$ cat config.mk
export PLATFORM = sky130hd
export DESIGN_NAME = dual_compare_pulse_output
export DESIGN_NICKNAME = d
export VERILOG_FILES = /design/src/design/dual_compare_pkg.sv /design/src/design/dual_compare_pulse_output.sv /design/src/design/compare_match.sv
export SDC_FILE = /design/constraint.sdc
export NUM_CORES = 1
export LEC_CHECK = 0
export BUFFER_PORTS_ARGS = -buffer_cell sky130_fd_sc_hd__buf_2
export CAP_MARGIN = 10
export CORE_UTILIZATION = 30
export DETAILED_ROUTE_END_ITERATION = 12
export GPL_TIMING_DRIVEN = 0
export PLACE_DENSITY_LB_ADDON = 0.12
export REMOVE_ABC_BUFFERS = 1
export SETUP_SLACK_MARGIN = 0.2
export SYNTH_ARGS = -nofsm -noshare
export SYNTH_HDL_FRONTEND = slang
export SYNTH_HIERARCHICAL = 1
export SYNTH_SLANG_ARGS = --single-unit
$ cat constraint.sdc
create_clock -name ref_clk -period 2.1 [get_ports ref_clk]
set_input_delay 0.105 -clock ref_clk [delete_from_list [all_inputs] [get_ports ref_clk]]
set_output_delay 0.105 -clock ref_clk [all_outputs]
set_load 0.01 [all_outputs]
$ cat src/design/dual_compare_pkg.sv
// Shared constants and types for the dual compare pulse output channel
package dual_compare_pkg;
	// Mode field encodings
	localparam logic [2:0] MODE_DISABLED     = 3'h0;
	localparam logic [2:0] MODE_SINGLE_PULSE = 3'h4;
	localparam logic [2:0] MODE_CONT_PULSE   = 3'h5;
	localparam int         MODE_WIDTH        = 3;
	// Control field positions
	localparam int         TIME_BASE_SEL_BIT = 3;
	localparam int         TIMER_ON_BIT      = 15;
	// Data widths
	localparam int         COUNT_WIDTH       = 32;
	localparam int         HALF_WIDTH        = 16;
	// Reset values
	localparam logic       PIN_RESET         = 1'b0;
	localparam logic       FLAG_RESET        = 1'b0;
	// Output edge latency after a match, in peripheral clock cycles
	localparam int         EDGE_DELAY_CYCLES = 1;
	// Pulse sequencing states
	typedef enum logic [1:0] {
		WAIT_RISE,
		WAIT_FALL,
		DONE
	} pulse_state_t;
endpackage

$ cat src/design/dual_compare_pulse_output.sv
// Dual compare pulse output channel: single and continuous pulse modes
`timescale 1ns/1ps

// What this block does
// - Modes 100 and 101 select dual compare
// - Primary match produces the rising edge
// - Secondary match then produces the falling edge
// - Single pulse starts low until primary match
// - Output rises one clock after primary match
// - Single pulse stays low after falling edge
// - Time base wraps to zero after period
// - Secondary beyond period: no falling edge
// - Falling edge sets the channel interrupt flag
// - Flag and enable raise interrupt request
// - Single pulse produces no further pulses
// - Rewriting mode 100 arms a new pulse
// - Continuous mode repeats pulse every period
// - Primary beyond period keeps output low
// - Secondary not above primary falls after wrap
// - Reset forces the output logic low
module dual_compare_pulse_output
	import dual_compare_pkg::*;
(
	// Clock and reset
	input  wire logic                                     ref_clk,
	input  wire logic                                     reset_n,
	// Channel control
	input  wire logic [dual_compare_pkg::MODE_WIDTH-1:0]  compareModeField,
	input  wire logic                                     modeWriteStrobe,
	input  wire logic                                     channelEnable,
	input  wire logic                                     wideMode,
	input  wire logic                                     timeBaseSelect,
	// Compare values
	input  wire logic [dual_compare_pkg::COUNT_WIDTH-1:0] primaryCompareValue,
	input  wire logic [dual_compare_pkg::COUNT_WIDTH-1:0] secondaryCompareValue,
	// Time bases from the two timers
	input  wire logic [dual_compare_pkg::COUNT_WIDTH-1:0] timeBaseCountA,
	input  wire logic [dual_compare_pkg::COUNT_WIDTH-1:0] timeBasePeriodA,
	input  wire logic [dual_compare_pkg::COUNT_WIDTH-1:0] timeBaseCountB,
	input  wire logic [dual_compare_pkg::COUNT_WIDTH-1:0] timeBasePeriodB,
	input  wire logic                                     timeBaseRunning,
	// Interrupt handshake
	input  wire logic                                     channelIrqEnable,
	input  wire logic                                     channelIrqFlagClear,
	// Results
	output logic                                          compareOutputPin,
	output logic                                          channelIrqFlag,
	output logic                                          channelIrqRequest,
	output logic                                          pulseArmed
);
	// All channel state in one record
	typedef struct packed {
		pulse_state_t phase;
		logic         pin;
		logic         flag;
	} chan_state_t;

	chan_state_t                    state_reg;
	chan_state_t                    state_next;
	logic [COUNT_WIDTH-1:0]         selCount;
	logic [COUNT_WIDTH-1:0]         selPeriod;
	logic                           riseHit;
	logic                           fallHit;
	logic                           riseReach;
	logic                           fallReach;
	logic                           dualMode;
	logic                           armWrite;

	// Wide mode always pairs the timers, so it uses the first time base
	always_comb begin
		if (timeBaseSelect && !wideMode) begin
			selCount  = timeBaseCountB;
			selPeriod = timeBasePeriodB;
		end else begin
			selCount  = timeBaseCountA;
			selPeriod = timeBasePeriodA;
		end
	end

	// Primary compare: rising edge
	compare_match riseCmp (
		.count     (selCount),
		.value     (primaryCompareValue),
		.period    (selPeriod),
		.wide      (wideMode),
		.hit       (riseHit),
		.reachable (riseReach)
	);

	// Secondary compare: falling edge
	compare_match fallCmp (
		.count     (selCount),
		.value     (secondaryCompareValue),
		.period    (selPeriod),
		.wide      (wideMode),
		.hit       (fallHit),
		.reachable (fallReach)
	);

	// Mode decode and re-arm detection
	always_comb begin
		dualMode = channelEnable && ((compareModeField == MODE_SINGLE_PULSE) ||
			(compareModeField == MODE_CONT_PULSE));
		armWrite = modeWriteStrobe && dualMode;
	end

	// Next state; pin is registered so it moves one clock after the match
	always_comb begin
		state_next = state_reg;
		if (!dualMode) begin
			// Mode change or disable drops the pin and rearms for later
			state_next.phase = WAIT_RISE;
			state_next.pin   = PIN_RESET;
		end else if (armWrite) begin
			state_next.phase = WAIT_RISE;
			state_next.pin   = PIN_RESET;
		end else if (timeBaseRunning) begin
			unique case (state_reg.phase)
				WAIT_RISE: begin
					// Out-of-range primary never matches; pin stays low
					if (riseHit && riseReach) begin
						state_next.pin   = 1'b1;
						state_next.phase = WAIT_FALL;
					end
				end
				WAIT_FALL: begin
					// Unreachable secondary holds the pin high
					// Equal or lower secondary waits for the wrapped count
					if (fallHit && fallReach) begin
						state_next.pin   = 1'b0;
						state_next.flag  = 1'b1;
						state_next.phase = (compareModeField == MODE_CONT_PULSE) ?
							WAIT_RISE : DONE;
					end
				end
				DONE: begin
					state_next.pin = 1'b0;
				end
			endcase
		end
		// Setting a low flag beats a clear in the same cycle
		if (channelIrqFlagClear && !(state_next.flag && !state_reg.flag))
			state_next.flag = 1'b0;
	end

	// State register
	always_ff @(posedge ref_clk or negedge reset_n) begin
		if (!reset_n) begin
			state_reg.phase <= WAIT_RISE;
			state_reg.pin   <= PIN_RESET;
			state_reg.flag  <= FLAG_RESET;
		end else begin
			state_reg <= state_next;
		end
	end

	// Outputs
	always_comb begin
		compareOutputPin  = state_reg.pin;
		channelIrqFlag    = state_reg.flag;
		channelIrqRequest = state_reg.flag && channelIrqEnable;
		pulseArmed        = dualMode && (state_reg.phase != DONE);
	end
endmodule

$ cat src/design/compare_match.sv
// Width-selectable equality compare of a value against the time base
`timescale 1ns/1ps
module compare_match
	import dual_compare_pkg::*;
(
	// Operands
	input  wire logic [dual_compare_pkg::COUNT_WIDTH-1:0] count,
	input  wire logic [dual_compare_pkg::COUNT_WIDTH-1:0] value,
	input  wire logic [dual_compare_pkg::COUNT_WIDTH-1:0] period,
	input  wire logic                                     wide,
	// Results
	output logic                                          hit,
	output logic                                          reachable
);
	// Narrow mode ignores the upper half of all operands
	function automatic logic [COUNT_WIDTH-1:0] trim(input logic [COUNT_WIDTH-1:0] v,
			input logic w);
		trim = w ? v : {{HALF_WIDTH{1'b0}}, v[HALF_WIDTH-1:0]};
	endfunction

	// Match and period-range check at the selected width
	always_comb begin
		hit       = trim(count, wide) == trim(value, wide);
		reachable = trim(value, wide) <= trim(period, wide);
	end
endmodule

; After elaboration in Yosys (flattened, before gate mapping)
; Cells that the tools add are included.
[totals]
reg_bits = 4
in_bits = 204
word_cells = 50
[classes]
n_reduce_logical = 16
n_eq_ne = 11
mux = 18
n_lt_le_gt_ge = 2
[ops]
columns = cell, count
row1 = 2-to-1 mux 32 bit, 6
row2 = equality test 32 bit, 2
row3 = <= comparator 32 bit, 2
row4 = logical AND 1 bit, 9
row5 = 2-to-1 mux 3 bit, 3
row6 = 2-to-1 mux 4 bit, 2
row7 = "!= test 4 bit, second input constant", 2
row8 = "equality test 3 bit, second input constant", 2
row9 = 2-to-1 mux 1 bit, 4
row10 = "!= test 4 x 1 -> 1 bit, second input constant", 1
row11 = one-hot mux 2 bit (2 select lines), 1
row12 = AND reduction 4 bit, 1
row13 = zero test 1 bit, 3
row14 = "!= test 3 x 2 -> 1 bit, second input constant", 1
row15 = one-hot mux 1 bit (3 select lines), 1
row16 = AND reduction 3 bit, 1
row17 = "equality test 2 x 1 -> 1 bit, second input constant", 1
row18 = "equality test 2 bit, second input constant", 1
row19 = zero test 2 bit, 1
row20 = 2-to-1 mux 2 bit, 1
row21 = "!= test 2 bit, second input constant", 1
row22 = logical OR 1 bit, 1

; Longest topological paths before layout
; Gate-level depths: netlist of run 1.
[depth]
ltp_word = 15
ltp_mapped = 14
ltp_nobuf = 12

; By module
; The synthesis of run 1 kept the hierarchy.
[by_module_without_submodules]
columns = module, n_inst, cells_per_inst, seq_area_each_um2, area_each_um2
row1 = compare_match, 2, 177, 0.0, 1283.7
row2 = dual_compare_pulse_output, 1, 104, 100.1, 1087.3

; Worst setup path before layout of run 1
; OpenSTA, ideal clock, no wires.
[synth_timing]
path_type = input port to flip-flop
from = input port wideMode
to = register state_reg[2] (netlist bit)
required_time_ns = 1.976
cell_stages = 14
path_slack_ns = -0.725
arrival_time_ns = 2.700
path_cell_list = nand2b_1 > buf_2 > buf_4 > mux2_2 > inv_1 > ha_1 > nand4_2 > or4_4 > nor2_1 > o22ai_1 > nor2_1 > a21boi_0 > o32a_1 > mux2i_1
[synth_via]
elab_chain_cells = 8
[synth_rtl]
columns = item, line
row1 = from (decl), dual_compare_pulse_output.sv:31  ; input wire logic wideMode,
row2 = zero test 1 bit, dual_compare_pulse_output.sv:71  ; if (timeBaseSelect && !wideMode) begin
row3 = logical AND 1 bit, dual_compare_pulse_output.sv:71
row4 = 2-to-1 mux 32 bit, dual_compare_pulse_output.sv:71
row5 = named net selPeriod[13], dual_compare_pulse_output.sv:61  ; logic [COUNT_WIDTH-1:0] selPeriod;
row6 = 2-to-1 mux 32 bit, compare_match.sv:18  ; trim = w ? v : {{HALF_WIDTH{1'b0}}, v[HALF_WIDTH-1:0]};
row7 = <= comparator 32 bit, compare_match.sv:24  ; reachable = trim(value, wide) <= trim(period, wide);
row8 = named net fallReach, dual_compare_pulse_output.sv:65  ; logic fallReach;
row9 = logical AND 1 bit, dual_compare_pulse_output.sv:129  ; if (fallHit && fallReach) begin
row10 = != test 4 bit (no source line), --
row11 = AND reduction 4 bit (no source line), --
row12 = to (signal assigned), dual_compare_pulse_output.sv:153  ; state_reg <= state_next;
row13 = to (decl), dual_compare_pulse_output.sv:58  ; chan_state_t state_reg;
; The timed path passes the listed nets, and every way through them passes these cells.
; A chain may end at the register's enable or synchronous reset.

; Final worst setup path of run 1
[layout_timing]
from = input port wideMode
to = register state_reg[3] (netlist bit)
; Same word-level chain as after synthesis.

==> results.md, run 1 <==
* Fin. Hold Viols at 0
* Final #Nets at 948
* CP required at 2240 ps
* Failing checks: negative setup slack
* Critical R2R Launch: state_reg[3]
* IO Count at 208
* Die height at 112 um
* Setup repair after global routing missed its margin: yes
* Layout cells sized above 1 at 0.510
* GRT overflow at 0
* Ys Warns at 6
* Die area at 12600 um2
* Worst-path cell chain: buf_16, nand2b_4, buf_6, buf_16, mux2_4, inv_2, ha_4, nand4_1, or4_4, o21ai_2, o22ai_2, nor2_2, nand4_1, or3b_1, mux2i_1
* Fin util at 0.476
* Crit end category: register
* Longest Clk Path Bufs at 2
* Crit-path slowest cell: or4_4
* Clock skew at 1.20 ps
* Detail Placement HPWL at 10200 um
* First-pass GRT wire length at 21000 um
* Hold WS at 172 ps
* Via count at 4085
* ANT nets after route at 0
* Synth cell types at 40
* CP arrival at 2950 ps
* Post-Syn Area at 3650 um2
* Dpl ws at -2450 ps
* Largest net degree at the start of global routing at 35
* I/O Buffers at 207
* Placed cells at 796
* Reg2reg path depth at 5
* EDFF count, synth at 0
* Antenna cell count at 0
* Setup slack, reg-to-reg at 640 ps
* Htree depth at 1
* Worst-Skew Late Latency at 220 ps
* Worst VDD drop at 0.165 mV
* Max FO, Critical Path at 8
* Initial antenna violation count at 0
* P_leak at 2.81 nW
* Clk slew on worst S/H paths at 30 ps
* Setup violations, final at 4
* Async S/R FF share, synth at 1.00
* Count of cell instances traversed by the critical path at 15
* Area Overhead vs Synth at 51.9%
* Hold WC Path Type: in2reg
* Vias per std cell at 4.99
* Final min period at 2800 ps
* Root Buffer Master: clkbuf_16
* Initial DRC count at 92
* Post-route setup slack at -702 ps
* CTS buffer count at 3
* Clk sinks at 4
* CTS tree: yes
* Drt total wl at 13100 um
* Cell row count at 39
* Max-slew headroom at 0.680
* Largest cells by area after synthesis: ha_1 (23%), mux2_2 (20%), xor2_1 (15%), and2_1 (5.6%), nand2_1 (5.2%)
* Core ar. at 11700 um2
* Post-synth top area cell: ha_1
* Drt drc at 0
* Synth Flop Type: dfrtp_1
* Status: finished with violations
* Worst Path Buf+Inv at 4
* Die W at 112 um
* Yosys top cell area share at 0.229
* Slew at the pin closest to its max-slew limit at 476 ps
* Pwr dens at 275 nW/um2
* Syn Area/Cell at 7.98 um2
* Hold path startpoint: channelIrqFlagClear
* Crit share post-route at 1.33
* Gr usage total at 0.208
* Fin cells at 818
* Startpoint Class: input pin
* Seq cells post-synth at 4
* Post-synth top cells: ha_1 (67), mux2_2 (64), xor2_1 (64), nand2_1 (51), inv_1 (38)
* Max reg flops at 2
* Worst setup path start: wideMode
* Final Max Tran Viols at 0
* Placer Congestion at 0.823
* Most frequent cell after synthesis: ha_1
* CP delay by family, top: simple AND/OR/NAND/NOR gates
* Maximum clock rate at 357 MHz
* Worst Hold Path Cells at 3
* Crit path kind: in2reg
* Share of the yosys chip area belonging to registers at 0.0274
* First-pass DRT Iterations at 4
* Starting Density at 0.313
* Synth Instances at 458
* MaxCap Viol Count at 0
* Largest stage delay on the critical path at 540 ps
* WL/cell at 16.0 um
* Setup TNS at -2600 ps
* Number of global-route vias before repair at 4406
[cell usage in the layout, fill, tap and decap left out, types with 4 or more instances in the layout]
cell / Yosys / layout
nand2_1: 51 / 51
xor2_1: 64 / 64
and2_1: 33 / 33
ha_1: 67 / 53
ha_4: 0 / 14
buf_4: 6 / 10
nor2_1: 9 / 5
mux2_4: 0 / 12
a221oi_2: 0 / 5
nor4_2: 0 / 4
o21ai_0: 8 / 8
dfrtp_1: 4 / 4
a21oi_1: 26 / 25
inv_2: 0 / 8
and4_1: 4 / 4
inv_1: 38 / 29
mux2_2: 64 / 52
nor4_1: 16 / 12
buf_2: 1 / 206
nand4_1: 15 / 15
nand3_1: 6 / 6
[worst register-to-register path, delay by kind of cell (launching register included)]
| kind | cells | cell delay [ps] |
|---|---|---|
| DFF | 1 | 360 |
| AOI/OAI and AO/OA | 2 | 570 |
| adders and majority gates | 1 | 200 |
| muxes | 1 | 140 |
| buffers and inverters | 1 | 70 |
[path summary, 6_finish.rpt]
| path | endpoint |
|---|---|
| worst max-delay path | state_reg[3] |
| worst min-delay path | channelIrqFlag |
| worst max register to register | state_reg[2] |
| worst min register to register | compareOutputPin |
| max in group asynchronous | state_reg[3] |
| min in group asynchronous | compareOutputPin |
[metal layers]
layer | global-route usage | wire [um] | vias up
met1 | 0.240 | 5570 | 1838
met2 | 0.422 | 6880 | 160
met4 | 0.0302 | 121 | 0
met5 | 0 | 0 | -
met3 | 0.0119 | 550 | 12
li1 | - | - | 2075
[power by group]
group          internal [mW]  total (mW)  switching [mW]
logic                  0.598        1.15           0.556
clock network          0.243       0.297          0.0538
registers             0.0776      0.0776    0.0000000155
total                  0.919        1.53           0.610
[layout make-up]
class | instances | area [um2]
multi-input combinational | 404 | 3710
fill | 1157 | 6110
clock buffer | 3 | 75.1
inverter | 38 | 145
timing repair buffer | 226 | 1340
sequential | 4 | 100
tap | 143 | 179
[through the flow]
step                      instance area (um2)  power (mW)
after global routing                     5550        1.67
after global placement                   4800        1.02
after CTS                                5440        1.50
after floorplan                          3580       0.650
after detailed placement                 4820        1.03
final                                    5550        1.53
[cells by family after synthesis]
logic type	Yosys count	synth area share
DFF	4	0.0274
adders and majority gates	67	0.229
muxes	67	0.205
and+or+nand+nor	151	0.234
xor gates and xnor gates	64	0.153
AOI/OAI and AO/OA	54	0.0914
buffers and inverters	51	0.0589
[timing repair]
item,4_1_cts,5_1_grt
gates resized for setup,48,23
pin swaps,19,11
gates cloned,6,0
setup endpoints to repair,4,4
setup buffers,12,0
hold buffers,1,0
hold endpoints to repair,4,0
Note: power is estimated with default switching activity, not from simulation.
==> inputs of run 2 (changes only) <==
--- a/config.mk
+++ b/config.mk
@@ -7,9 +7,12 @@
 export LEC_CHECK = 0
 export BUFFER_PORTS_ARGS = -buffer_cell sky130_fd_sc_hd__buf_2
 export CAP_MARGIN = 10
+export CELL_PAD_IN_SITES_DETAIL_PLACEMENT = 0
+export CELL_PAD_IN_SITES_GLOBAL_PLACEMENT = 1
 export CORE_UTILIZATION = 30
 export DETAILED_ROUTE_END_ITERATION = 12
 export GPL_TIMING_DRIVEN = 0
+export MAX_ROUTING_LAYER = met4
 export PLACE_DENSITY_LB_ADDON = 0.12
 export REMOVE_ABC_BUFFERS = 1
 export SETUP_SLACK_MARGIN = 0.2
==> run 2 against run 1 <==
Against the previous run: the run still ends with negative setup slack left; setup slack lost 40 ps; final area is 2.3% higher; combinational power increased by 4%; worst hold slack improved by 26 ps; sequential share of layout area about the same; critical path type unchanged; global-route usage up 1.5 points; highest routed layer unchanged; fmax fell by 1.4%; critical path depth unchanged.
==> results.md, run 2 (synthesis results as in run 1) <==
* Hold path startpoint: channelIrqFlagClear
* Layout cells sized above 1 at 0.504
* Clock skew at 1.93 ps
* Sw Pwr at 0.629 mW
* Share of power burned in registers at 0.049
* CP required at 2200 ps
* Crit share post-route at 1.35
* I/O Buffers at 207
* Crit end category: register
* Longest Clk Path Bufs at 2
* Max FO, Critical Path at 8
* Max reg flops at 2
* Die height at 112 um
* Crit path kind: in2reg
* Detail Placement HPWL at 10500 um
* Vias per std cell at 5.00
* Top Metal Used: met4
* Final #Nets at 956
* CTS buffer count at 3
* Htree depth at 1
* Clk slew on worst S/H paths at 30 ps
* Startpoint Class: input pin
* Via count at 4127
* Failing checks: negative setup slack
* Gr usage total at 0.222
* Root Buffer Master: clkbuf_16
* Net Sw Frac at 0.397
* Worst setup path start: wideMode
* Number of global-route vias before repair at 4395
* Initial antenna violation count at 0
* Setup violations, final at 4
* Comb pwr share at 0.760
* Clk sinks at 4
* Placer Congestion at 0.862
* ANT nets after route at 0
* Dpl ws at -2450 ps
* Worst VDD drop at 0.228 mV
* Met2 WL post-DR at 7040 um
* Drt total wl at 13800 um
* Pwr dens at 279 nW/um2
* Drt drc at 0
* Worst-Skew Late Latency at 230 ps
* Maximum clock rate at 352 MHz
* Wire length on met1 at 5950 um
* GRT overflow at 0
* Post-route setup slack at -742 ps
* Cell row count at 39
* Critical R2R Launch: state_reg[3]
* Status: finished with violations
* Core ar. at 11700 um2
* Starting Density at 0.313
* Most common cell after layout, fill and taps aside: buf_2
* Final min period at 2840 ps
* First-pass GRT wire length at 21600 um
* Fin cells at 826
* Max-slew headroom at 0.666
* Slew at the pin closest to its max-slew limit at 497 ps
* Initial DRC count at 92
* P_int at 0.954 mW
* Placed cells at 796
* Antenna cell count at 0
* Largest net degree at the start of global routing at 35
* WL/cell at 16.7 um
* Setup repair after global routing missed its margin: yes
* Met3 WL at 570 um
* Area Overhead vs Synth at 55.4%
* Clock share of power at 0.191
* Most frequent cells in the layout: buf_2 (205), xor2_1 (64), ha_1 (53)
* CTS tree: yes
* CP arrival at 2940 ps
* Setup TNS at -2760 ps
* Fin util at 0.487
* Die area at 12600 um2
* Fin. Hold Viols at 0
* P_leak at 2.90 nW
* Hold WS at 198 ps
* Hold WC Path Type: in2reg
* Final Max Tran Viols at 0
* IO Count at 208
* MaxCap Viol Count at 0
* First-pass DRT Iterations at 4
* Die W at 112 um
-- run 2: changes by cell type in the layout (fill, tap and decap cells not counted), sizes merged --
cell and delta:
clkbuf +1, buf +7
-- run 2: worst paths after layout --
check | endpoint | slack, ps | cells after the start
min in group asynchronous | compareOutputPin | 230 | 2
worst max register to register | state_reg[2] | 690 | 5
max in group asynchronous | state_reg[2] | 1750 | 2
worst max-delay path | state_reg[2] | -740 | 15
worst min-delay path | channelIrqFlag | 200 | 3
worst min register to register | compareOutputPin | 540 | 2
-- run 2: metrics by stage --
step | total power, mW | cell area [um2]
after floorplan | 0.650 | 3580
after global placement | 1.03 | 4800
after detailed placement | 1.04 | 4820
after CTS | 1.55 | 5560
after global routing | 1.72 | 5680
final | 1.58 | 5680
-- run 2: what timing repair did --
action / 4_1_cts / 5_1_grt
pin swaps: 9 / 4
endpoints found under the setup margin: 4 / 4
hold endpoints to repair: 4 / 0
setup buffers: 15 / 4
gates cloned: 7 / 0
gates resized for setup: 50 / 22
hold buffers: 1 / 0
-- run 2: layer usage --
metal	track usage	vias to the layer above
li1	-	2098
met1	0.257	1861
met2	0.429	154
met3	0.0124	14
met4	0.0311	0
met5	-	-
-- run 2: final cells by class --
class / instances / area [um2]
clock buffer: 3 / 75.1
sequential: 4 / 100
inverter: 38 / 145
tap: 143 / 179
timing repair buffer: 234 / 1470
fill: 1177 / 5980
multi-input combinational: 404 / 3710
-- run 2: power groups by stage --
| stage | clock (mW) | combinational [mW] | sequential, mW |
|---|---|---|---|
| 4_1_cts | 0.305 | 1.17 | 0.0776 |
| 5_1_grt | 0.312 | 1.33 | 0.0776 |
| 6_report | 0.303 | 1.20 | 0.0776 |
| 3_5_place_dp | 0 | 0.961 | 0.0785 |
| 2_1_floorplan | 0 | 0.572 | 0.0785 |
| 3_3_place_gp | 0 | 0.950 | 0.0785 |
-- run 2: worst max-delay path, cell delays in order --
cell	delay (ps)
buf_16	100
nand2b_4	160
buf_12	150
buf_16	150
mux2_4	300
inv_1	110
ha_4	160
nand4_4	130
or4_4	600
o21ai_2	140
o22ai_2	80
nor2_1	100
nand2_1	90
o32a_1	400
mux2i_1	140
